--- src/common/tks_defs.svh ---
// Constants for the touch-key I2C slave port: locations, addresses, timing counts.
`ifndef TKS_DEFS_SVH
`define TKS_DEFS_SVH

`define TKS_LOC_RSVD 8'h00
`define TKS_LOC_DET_LO 8'h01
`define TKS_LOC_DET_MID 8'h02
`define TKS_LOC_DET_HI 8'h03
`define TKS_LOC_RAW_FIRST 8'h04
`define TKS_LOC_RAW_LAST 8'h7B
`define TKS_LOC_RECAL 8'h7D
`define TKS_LOC_UNLOCK 8'h82
`define TKS_LOC_SETUP_FIRST 8'h83
`define TKS_LOC_SETUP_LAST 8'hFD
`define TKS_LOC_PTR_MAX 8'hFF
`define TKS_LOC_WAKE_0 8'hF0
`define TKS_LOC_WAKE_1 8'hF1
`define TKS_LOC_WAKE_2 8'hF2
`define TKS_MAGIC 8'h55
`define TKS_SLA_7 7'h07
`define TKS_SLA_17 7'h11
`define TKS_SLA_117 7'h75
`define TKS_SLA_NONE 7'h00
`define TKS_SETUP_DEPTH 123
`define TKS_SETUP_RESET 8'h00
`define TKS_WAKE_RESET 8'hFF
`define TKS_LOAD_CYCLES 2'h2
`define TKS_BITS_PER_BYTE 4'h8

`endif

--- src/common/tks_pkg.sv ---
// Types shared by the touch-key I2C slave port.
package tks_pkg;

  typedef enum logic [2:0] {
    TKS_IDLE     = 3'b000,
    TKS_DEV_ADDR = 3'b001,
    TKS_LOC      = 3'b010,
    TKS_WDATA    = 3'b011,
    TKS_ACK      = 3'b100,
    TKS_LOAD     = 3'b101,
    TKS_RDATA    = 3'b110,
    TKS_HOST_ACK = 3'b111
  } tks_state_e;

  typedef struct packed {
    logic scl_i;
    logic sda_i;
  } tks_bus_in_s;

  typedef struct packed {
    logic scl_o;
    logic scl_oe_n;
    logic sda_o;
    logic sda_oe_n;
  } tks_bus_out_s;

endpackage

--- src/design/tks_i2c_slave.sv ---
// I2C slave port of the touch-key sensor with its byte-addressed location map.
//
// Operation
// - Slave only, 7-bit address; transactions to other addresses are ignored.
// - Select pins: 00 off, 01 address 7, 10 address 17, 11 address 117.
// - Each byte read advances the internal pointer.
// - Change alert rises only when a key is touched or released.
// - Change alert stays high until a read of location 1 clears it.
// - Only keys with their wake bit set raise the change alert.
// - Locations 1 to 3 give detect bits for keys 0-23; location 0 reserved.
// - Locations 4 to 123 give per-key raw data in key order.
// - Writing 0x55 to location 125 recalibrates every key.
// - Writing 0x55 to location 130 unlocks setup writes.
// - Any read locks the setups again until a new unlock.
// - Locations 131 to 253 hold the readable and writable setups block.
// - Write: address, location and every data byte are acknowledged.
// - Multi-byte writes store each byte then advance the location.
// - The location pointer never advances past 255.
// - Read: bytes follow each host ACK until the host answers NACK.
// - The device may hold SCL low between bytes for processing time.
`timescale 1ns/1ps
`include "tks_defs.svh"

module tks_i2c_slave
  import tks_pkg::*;
(
  // Clock and reset.
  input wire logic clk,
  input wire logic rst_n,
  // I2C bus pins.
  input wire tks_bus_in_s bus_in,
  output tks_bus_out_s bus_out,
  // Address select straps.
  input wire logic addr_select_hi,
  input wire logic addr_select_lo,
  // Sensor core side.
  input wire logic [23:0] key_detect,
  output logic [6:0] raw_index,
  input wire logic [7:0] raw_byte,
  output logic recal_all,
  // Host alert.
  output logic change_alert
);

  tks_state_e state_reg;
  tks_state_e after_reg;
  logic scl_q_reg, sda_q_reg, scl_p_reg, sda_p_reg;
  logic [3:0] bit_cnt_reg;
  logic [7:0] shift_reg;
  logic [7:0] ptr_reg;
  logic [1:0] stretch_reg;
  logic sda_oe_n_reg;
  logic host_ack_reg;
  logic unlock_reg;
  logic [23:0] det_prev_reg;
  logic [7:0] setup_mem [0:`TKS_SETUP_DEPTH-1];

  logic scl_rise, scl_fall, bus_start, bus_stop;
  logic byte_done, port_on, read_load, wr_fire;
  logic [6:0] own_addr;
  logic [7:0] ptr_next, read_byte;
  logic [6:0] setup_idx;
  logic [23:0] wake_mask, key_changed;

  always_ff @(posedge clk or negedge rst_n) begin
    if (!rst_n) begin
      scl_q_reg <= 1'b1;
      sda_q_reg <= 1'b1;
      scl_p_reg <= 1'b1;
      sda_p_reg <= 1'b1;
    end else begin
      scl_q_reg <= bus_in.scl_i;
      sda_q_reg <= bus_in.sda_i;
      scl_p_reg <= scl_q_reg;
      sda_p_reg <= sda_q_reg;
    end
  end

  assign scl_rise = scl_q_reg & ~scl_p_reg;
  assign scl_fall = ~scl_q_reg & scl_p_reg;
  assign bus_start = scl_q_reg & scl_p_reg & sda_p_reg & ~sda_q_reg;
  assign bus_stop = scl_q_reg & scl_p_reg & ~sda_p_reg & sda_q_reg;
  assign byte_done = (bit_cnt_reg == `TKS_BITS_PER_BYTE);

  // Straps pick the slave address or switch the port off.
  always_comb begin
    case ({addr_select_hi, addr_select_lo})
      2'b01: own_addr = `TKS_SLA_7;
      2'b10: own_addr = `TKS_SLA_17;
      2'b11: own_addr = `TKS_SLA_117;
      default: own_addr = `TKS_SLA_NONE;
    endcase
  end
  assign port_on = addr_select_hi | addr_select_lo;

  // Pointer holds at the top location.
  assign ptr_next = (ptr_reg == `TKS_LOC_PTR_MAX) ? ptr_reg : ptr_reg + 8'h01;
  assign setup_idx = 7'(ptr_reg - `TKS_LOC_SETUP_FIRST);
  assign read_load = (state_reg == TKS_LOAD) && (stretch_reg == 2'h1);
  assign wr_fire = (state_reg == TKS_WDATA) && scl_fall && byte_done;

  // Read map of the locations.
  always_comb begin
    if (ptr_reg == `TKS_LOC_DET_LO) begin
      read_byte = key_detect[7:0];
    end else if (ptr_reg == `TKS_LOC_DET_MID) begin
      read_byte = key_detect[15:8];
    end else if (ptr_reg == `TKS_LOC_DET_HI) begin
      read_byte = key_detect[23:16];
    end else if (ptr_reg >= `TKS_LOC_RAW_FIRST && ptr_reg <= `TKS_LOC_RAW_LAST) begin
      read_byte = raw_byte;
    end else if (ptr_reg >= `TKS_LOC_SETUP_FIRST && ptr_reg <= `TKS_LOC_SETUP_LAST) begin
      read_byte = setup_mem[setup_idx];
    end else begin
      read_byte = 8'h00;
    end
  end

  // Bus protocol engine.
  always_ff @(posedge clk or negedge rst_n) begin
    if (!rst_n) begin
      state_reg <= TKS_IDLE;
      after_reg <= TKS_IDLE;
      bit_cnt_reg <= 4'h0;
      shift_reg <= 8'h00;
      ptr_reg <= 8'h00;
      stretch_reg <= 2'h0;
      sda_oe_n_reg <= 1'b1;
      host_ack_reg <= 1'b0;
      raw_index <= 7'h00;
    end else if (bus_start) begin
      state_reg <= port_on ? TKS_DEV_ADDR : TKS_IDLE;
      bit_cnt_reg <= 4'h0;
      sda_oe_n_reg <= 1'b1;
    end else if (bus_stop) begin
      state_reg <= TKS_IDLE;
      sda_oe_n_reg <= 1'b1;
    end else begin
      case (state_reg)
        TKS_DEV_ADDR, TKS_LOC, TKS_WDATA: begin
          if (scl_rise && !byte_done) begin
            shift_reg <= {shift_reg[6:0], sda_q_reg};
            bit_cnt_reg <= bit_cnt_reg + 4'h1;
          end else if (scl_fall && byte_done) begin
            bit_cnt_reg <= 4'h0;
            sda_oe_n_reg <= 1'b0;
            state_reg <= TKS_ACK;
            if (state_reg == TKS_DEV_ADDR) begin
              if (shift_reg[7:1] != own_addr) begin
                sda_oe_n_reg <= 1'b1;
                state_reg <= TKS_IDLE;
              end
              after_reg <= shift_reg[0] ? TKS_RDATA : TKS_LOC;
            end else if (state_reg == TKS_LOC) begin
              ptr_reg <= shift_reg;
              after_reg <= TKS_WDATA;
            end else begin
              ptr_reg <= ptr_next;
              after_reg <= TKS_WDATA;
            end
          end
        end
        TKS_ACK: begin
          if (scl_fall) begin
            sda_oe_n_reg <= 1'b1;
            if (after_reg == TKS_RDATA) begin
              state_reg <= TKS_LOAD;
              stretch_reg <= `TKS_LOAD_CYCLES;
              raw_index <= 7'(ptr_reg - `TKS_LOC_RAW_FIRST);
            end else begin
              state_reg <= after_reg;
            end
          end
        end
        TKS_LOAD: begin
          stretch_reg <= stretch_reg - 2'h1;
          if (stretch_reg == 2'h1) begin
            shift_reg <= read_byte;
            sda_oe_n_reg <= read_byte[7];
            bit_cnt_reg <= 4'h1;
            ptr_reg <= ptr_next;
            state_reg <= TKS_RDATA;
          end
        end
        TKS_RDATA: begin
          if (scl_fall) begin
            if (byte_done) begin
              sda_oe_n_reg <= 1'b1;
              state_reg <= TKS_HOST_ACK;
            end else begin
              sda_oe_n_reg <= shift_reg[6];
              shift_reg <= {shift_reg[6:0], 1'b0};
              bit_cnt_reg <= bit_cnt_reg + 4'h1;
            end
          end
        end
        TKS_HOST_ACK: begin
          if (scl_rise) begin
            host_ack_reg <= ~sda_q_reg;
          end else if (scl_fall) begin
            if (host_ack_reg) begin
              state_reg <= TKS_LOAD;
              stretch_reg <= `TKS_LOAD_CYCLES;
              raw_index <= 7'(ptr_reg - `TKS_LOC_RAW_FIRST);
            end else begin
              state_reg <= TKS_IDLE;
            end
          end
        end
        default: begin
          state_reg <= TKS_IDLE;
        end
      endcase
    end
  end

  assign bus_out.scl_o = 1'b0;
  assign bus_out.scl_oe_n = (state_reg != TKS_LOAD);
  assign bus_out.sda_o = 1'b0;
  assign bus_out.sda_oe_n = sda_oe_n_reg;

  // Setup write protection.
  always_ff @(posedge clk or negedge rst_n) begin
    if (!rst_n) begin
      unlock_reg <= 1'b0;
    end else if (read_load) begin
      unlock_reg <= 1'b0;
    end else if (wr_fire && ptr_reg == `TKS_LOC_UNLOCK && shift_reg == `TKS_MAGIC) begin
      unlock_reg <= 1'b1;
    end
  end

  // Setups store; other writes are acknowledged but dropped.
  always_ff @(posedge clk or negedge rst_n) begin
    if (!rst_n) begin
      for (int i = 0; i < `TKS_SETUP_DEPTH; i++) begin
        setup_mem[i] <= `TKS_SETUP_RESET;
      end
      setup_mem[7'(`TKS_LOC_WAKE_0 - `TKS_LOC_SETUP_FIRST)] <= `TKS_WAKE_RESET;
      setup_mem[7'(`TKS_LOC_WAKE_1 - `TKS_LOC_SETUP_FIRST)] <= `TKS_WAKE_RESET;
      setup_mem[7'(`TKS_LOC_WAKE_2 - `TKS_LOC_SETUP_FIRST)] <= `TKS_WAKE_RESET;
    end else if (wr_fire && unlock_reg && ptr_reg >= `TKS_LOC_SETUP_FIRST &&
                 ptr_reg <= `TKS_LOC_SETUP_LAST) begin
      setup_mem[setup_idx] <= shift_reg;
    end
  end

  // Recalibrate command pulse.
  always_ff @(posedge clk or negedge rst_n) begin
    if (!rst_n) begin
      recal_all <= 1'b0;
    end else begin
      recal_all <= wr_fire && ptr_reg == `TKS_LOC_RECAL && shift_reg == `TKS_MAGIC;
    end
  end

  // Change alert: set wins over the clear by a read of location 1.
  assign wake_mask = {setup_mem[7'(`TKS_LOC_WAKE_2 - `TKS_LOC_SETUP_FIRST)],
                      setup_mem[7'(`TKS_LOC_WAKE_1 - `TKS_LOC_SETUP_FIRST)],
                      setup_mem[7'(`TKS_LOC_WAKE_0 - `TKS_LOC_SETUP_FIRST)]};
  assign key_changed = (key_detect ^ det_prev_reg) & wake_mask;

  always_ff @(posedge clk or negedge rst_n) begin
    if (!rst_n) begin
      det_prev_reg <= 24'h000000;
      change_alert <= 1'b0;
    end else begin
      det_prev_reg <= key_detect;
      if (|key_changed) begin
        change_alert <= 1'b1;
      end else if (read_load && ptr_reg == `TKS_LOC_DET_LO) begin
        change_alert <= 1'b0;
      end
    end
  end
endmodule

--- config.mk ---
export PLATFORM = sky130hd
export DESIGN_NAME = tks_i2c_slave
export DESIGN_NICKNAME = d
export VERILOG_FILES = /design/src/common/tks_pkg.sv /design/src/design/tks_i2c_slave.sv
export VERILOG_INCLUDE_DIRS = /design/src /design/src/common
export SDC_FILE = /design/constraint.sdc
export NUM_CORES = 2
export LEC_CHECK = 0
export BUFFER_PORTS_ARGS = -buffer_cell sky130_fd_sc_hd__buf_2
export CAP_MARGIN = 30
export CELL_PAD_IN_SITES_DETAIL_PLACEMENT = 0
export CELL_PAD_IN_SITES_GLOBAL_PLACEMENT = 1
export CORE_MARGIN = 8
export CORE_UTILIZATION = 35
export CTS_BUF_LIST = sky130_fd_sc_hd__clkbuf_4
export CTS_CLUSTER_SIZE = 12
export DETAILED_ROUTE_END_ITERATION = 12
export PLACE_DENSITY_LB_ADDON = 0.1
export SKIP_LAST_GASP = 1
export SLEW_MARGIN = 20
export SYNTH_ARGS = -nofsm -noshare
export SYNTH_HDL_FRONTEND = slang
export SYNTH_SLANG_ARGS = --single-unit
--- constraint.sdc ---
create_clock -name clk -period 5.25 [get_ports clk]
set_input_delay 0.7875 -clock clk [delete_from_list [all_inputs] [get_ports clk]]
set_output_delay 0.7875 -clock clk [all_outputs]
set_load 0.005 [all_outputs]
======== Word level (Yosys, flattened, before mapping) ========
Cells that the tools add are included.
word-level totals
  register bits ........................... 1052
  bits in latches ......................... 0
  memory bits (writable) .................. 0
  ROM bits ................................ 0
  input port bits ......................... 38
  logic and storage cells ................. 329
  memories ................................ 0
operators by class
  add/sub/neg operators ................... 5
  $mul .................................... 0
  div/mod/pow operators ................... 0
  order comparisons ....................... 6
  equal/unequal tests ..................... 47
  shift-type cells ........................ 0
  multiplexer cells ....................... 77
  bitwise operators ....................... 18
  reduce and logical (&&, ||, !) cells .... 36
operators with widths
  kind                                                              count
  984-bit bitwise mux                                               1
  8-bit 2-to-1 mux                                                  18
  8-bit binary-select mux with 7-bit select                         1
  8-bit demux with 7-bit select                                     1
  3-bit 2-to-1 mux                                                  16
  7-bit 2-to-1 mux                                                  5
  4-bit inequality test (second input constant)                     8
  4-bit 2-to-1 mux                                                  7
  24-bit bitwise AND                                                1
  2-bit inequality test (second input constant)                     12
  8-bit one-hot mux with 3 select lines                             1
  8-bit AND reduction                                               3
  24-bit OR reduction                                               1
  24-bit XOR                                                        1
  7-bit one-hot mux with 3 select lines                             1
  8-bit by 2-bit == test with 1-bit output (second input constant)  2
  8-bit by 7-bit == test with 1-bit output (second input constant)  2
  8-bit == test (second input constant)                             2
  8-bit >= comparator (second input constant)                       2
  1-bit logical AND                                                 16
  8-bit one-hot mux with 2 select lines                             1
  3-bit == test (second input constant)                             5
  1-bit 2-to-1 mux                                                  15
  3-bit one-hot mux with 5 select lines                             1
  39 further kinds                                                  66

======== Logic depth before layout (Yosys ltp) ========
  depth in word-level cells ............... 14
  depth in mapped cells ................... 17
  mapped depth without buffers ............ 10

======== Worst setup path before layout ========
No wires, ideal clock.
  kind .................................... register -> register
  start ................................... reg ptr_reg[0]
  end ..................................... reg setup_mem[120] (netlist bit)
  arrival ................................. 3.609 ns
  required time ........................... 5.125 ns
  path slack .............................. 1.516 ns
  cell stages (with the launch flop) ...... 15
  buffers on the path ..................... 9
  clock period less this slack ............ 3.734 ns
  cell sequence ........................... dfrtp_1 -> buf_4 -> buf_4 -> inv_1 -> clkbuf_1 -> ha_1 -> clkbuf_1 -> buf_4 -> buf_4 -> buf_4 -> buf_2 -> buf_2 -> nand3_2 -> nor2_4 -> mux2_2
on the way
  cells in the longest elaborated chain, start to end .. 7
  elaborated cells on any way between the ends .. 12
  those cells by class .................... add/sub (1); order compare (4); mux (3); bitwise (1); reduce/logical (3)
ends and longest elaborated chain
  element                                                                                                     line                  source
  start: declaration                                                                                          tks_i2c_slave.sv:50   logic [7:0] ptr_reg;
  start signal: assignment                                                                                    tks_i2c_slave.sv:155  ptr_reg <= shift_reg;
  start signal: assignment                                                                                    tks_i2c_slave.sv:158  ptr_reg <= ptr_next;
  start signal: assignment                                                                                    tks_i2c_slave.sv:181  ptr_reg <= ptr_next;
  7-bit by 2-bit subtractor with 7-bit output (no source line)                                                n/a
  7-bit NOT with 8-bit output (implied by the code)                                                           tks_i2c_slave.sv:244  setup_mem[setup_idx] <= shift_reg;
  8-bit >= comparator (implied by the code) or 8-bit by 1-bit < comparator with 1-bit output (tied branches)  tks_i2c_slave.sv:244
  1-bit logical AND (implied by the code)                                                                     tks_i2c_slave.sv:244
  8-bit 2-to-1 mux (implied by the code)                                                                      tks_i2c_slave.sv:244
  8-bit demux with 7-bit select                                                                               tks_i2c_slave.sv:244
  984-bit bitwise mux                                                                                         tks_i2c_slave.sv:244
  end signal: indexed assignment                                                                              tks_i2c_slave.sv:240  setup_mem[7'(`TKS_LOC_WAKE_1 - `TKS_LOC_SETUP_FIRST)] <= `TKS_WAKE_RESET;
  end signal: indexed assignment                                                                              tks_i2c_slave.sv:241  setup_mem[7'(`TKS_LOC_WAKE_2 - `TKS_LOC_SETUP_FIRST)] <= `TKS_WAKE_RESET;
  end signal: indexed assignment                                                                              tks_i2c_slave.sv:244
  end: declaration                                                                                            tks_i2c_slave.sv:56   logic [7:0] setup_mem [0:`TKS_SETUP_DEPTH-1];
Parallel ways exist; a longest one is shown, timed or not.
A chain may end at the register's enable or synchronous reset.

======== Worst setup path in the final report ========
  start ................................... reg ptr_reg[3]
  end ..................................... reg setup_mem[91] (netlist bit)
The elaborated chain is that of the path after synthesis.

==> results.yml <==
status:
  status: "finished, final reports clean"
worst_setup_path:
  r2r-end: "setup_mem[91]"
  ff2ff_setup_slack_ns: 0.79
  rr_startpoint: "ptr_reg[3]"
  cp-start-kind: "register"
  arrival_ns: 5.62
  worstSetupEndpointType: "register"
  worstPathMaxFanout: 18
  worstPathRequired_ns: 6.41
  critical_path_class: "register to register"
  rr_worst_depth: 9
final_layout:
  area_growth_pct: 14.1
  final_design_area_no_fill_mm2: 0.0565
  regArea_mm2: 0.0264
  nFillCells: 13481
  multi_input_area_mm2: 0.0221
  largest_register_ffs: 984
  nNetsFinal: 3872
  post-route-util_pct: 40.1
  layout.cells.non_filler: 5927
  drive_above_1_share_pct: 50.3
drt:
  vias_per_cell: 5.42
  drcViolationCount: 0
  drt_wl_total_um: 161000
  routed-via-count: 32150
  routedWlPerCell_um: 27.1
  detail-route-antenna-nets: 0
  first_pass_iters: 5
  drtIter0Drc: 1814
sta:
  min_period_ns: 4.46
  setup_tns_ns: 0
  rsz0062_at_grt: "no"
  max_slew.worst_pin.slew_ns: 1.05
  drv_slew: 0
  setup_viol: 0
  fin_crit_sh_pct: 85.0
  max_slew_margin_pct: 29.9
  fin_ws_ns: 0.789
  hold_ws_ns: 0.160
  hold_viol: 0
  fin_skew_ns: 0.109
  fmax_ghz: 0.224
power:
  leakage_nw: 26.3
  report.power.total_mw: 17.6
  peakVddDrop_mv: 0.183
  pwr_density_cell_mw_per_mm2: 311
place:
  gp_congestion: 0.834
  preCtsSetupSlack_ns: 0.807
  placedInstanceArea_mm2: 0.0522
  dp_cells: 5350
  numPortBuffers: 48
  hpwl_um: 104000
synth:
  synth_largest_area_cell: "dfrtp_1"
  yosys_register_bits: 1052
  synth_cell_types: 82
  synth_top_area_share_pct: 51.7
  yosysSeqAreaShare_pct: 53.3
  yosys-top-cells-count: "1023 x dfrtp_1, 990 x mux2_2, 299 x nand2_1"
  syn-instance-count: 3537
  syn_area_per_cell_um2: 14.0
  synth_warnings: 0
  ys_async_sr_fraction_pct: 100
  syn_area_mm2: 0.0495
  synth-edff-count: 0
  ys.flop_type: "dfrtp_1"
  synth_area_leaders: "dfrtp_1 52%, mux2_2 23%, mux4_2 9.6%"
  yosysMostFrequentCell: "dfrtp_1"
floorplanning:
  ios: 51
  rows: 138
  dieArea_mm2: 0.154
  die_h_um: 392
  core_area_mm2: 0.141
  die_w_um: 392
  start_util_pct: 35.1
global_routing:
  track_usage_pct: 20.9
  grt_pass1_vias: 34688
  grt_max_degree: 178
  grt_pass1_wl_um: 240000
  grt_overflow_total: 0
  antenna_found_initial: 2
cts:
  numCtsBuffers: 325
  cts_sinks: 1052
  postCtsHoldBufs: 32
  htree_levels: 5
  path_clk_slew_ns: 0.06
  cts.path.max_buffers: 4
  cts_setup_buffers: 0
  cts_tree: "done"
  clockRootBuffer: "clkbuf_4"
  cts-resized-gates: 0
  clkLatencyLatePin_ns: 1.24
flow_run:
  max_cap_viol_count: 0
worst_hold_path:
  hp-class: "input pin to asynchronous set/reset pin"
-- worst max-delay path by stage --
stage	startpoint	end	slack (ns)
4_1_cts	ptr_reg[3]	setup_mem[99]	0.79
3_3_place_gp	ptr_reg[3]	setup_mem[137]	0.87
2_1_floorplan	ptr_reg[0]	setup_mem[120]	1.52
5_1_grt	ptr_reg[3]	setup_mem[136]	0.59
3_5_place_dp	ptr_reg[3]	setup_mem[101]	0.81
6_report	ptr_reg[3]	setup_mem[91]	0.79
-- final cells by class --
cell class / count / share of cell area [%]
sequential: 1052 / 46.7
inverter: 13 / 0.0864
tap: 1890 / 4.19
clock inverter: 58 / 0.489
timing repair buffer: 196 / 3.01
clock buffer: 484 / 6.43
multi-input combinational: 2233 / 39.1
antenna: 1 / 0.00443
-- where the power goes --
group	total, mW	internal, mW	switching, mW
clock	7.87	4.26	3.61
sequential	8.55	8.16	0.391
combinational	1.15	0.226	0.926
-- critical path: stages (launching register included) --
cell and delay, ns:
dfrtp_1 0.51, inv_1 0.23, ha_1 0.31, a21boi_1 0.50, xor2_4 0.25, buf_4 0.32
nor2_1 0.65, nand2_1 0.54, nor2_2 0.64, mux2_2 0.41
-- cell usage in the layout (no fill, tap or decap), drive strengths merged, types with 19 or more instances in the layout --
| cell type | netlist | final |
|---|---|---|
| a31oi | 25 | 25 |
| nand3 | 111 | 111 |
| clkbuf | 140 | 484 |
| nand4 | 19 | 19 |
| nor3 | 20 | 20 |
| nor2 | 130 | 130 |
| dfstp | 29 | 29 |
| mux2 | 990 | 990 |
| mux2i | 58 | 58 |
| dfrtp | 1023 | 1023 |
| a21oi | 61 | 61 |
| xor2 | 28 | 28 |
| mux4 | 211 | 211 |
| buf | 100 | 164 |
| nand2 | 345 | 345 |
| clkinv | 2 | 53 |
| a22oi | 21 | 21 |
| dlygate4sd3 | 0 | 32 |
| o21ai | 35 | 35 |
-- kinds of logic after synthesis --
family / after synthesis / synth area share (%)
AOI/OAI and AO/OA: 238 / 3.29
xor gates and xnor gates: 36 / 0.652
adders and majority gates: 13 / 0.329
buffers and inverters: 253 / 2.36
DFF: 1052 / 53.3
muxes: 1259 / 33.3
other: 1 / 0.00757
and+or+nand+nor: 685 / 6.82
-- layer usage --
metal | track usage (%) | vias up | wire length [um]
met5 | 0 | - | 8
met1 | 28.0 | 17249 | 72000
met3 | 4.97 | 283 | 8230
met4 | 7.39 | 2 | 4990
li1 | - | 13762 | -
met2 | 33.3 | 854 | 75400
No activity file was read; power rests on OpenSTA's default activity.
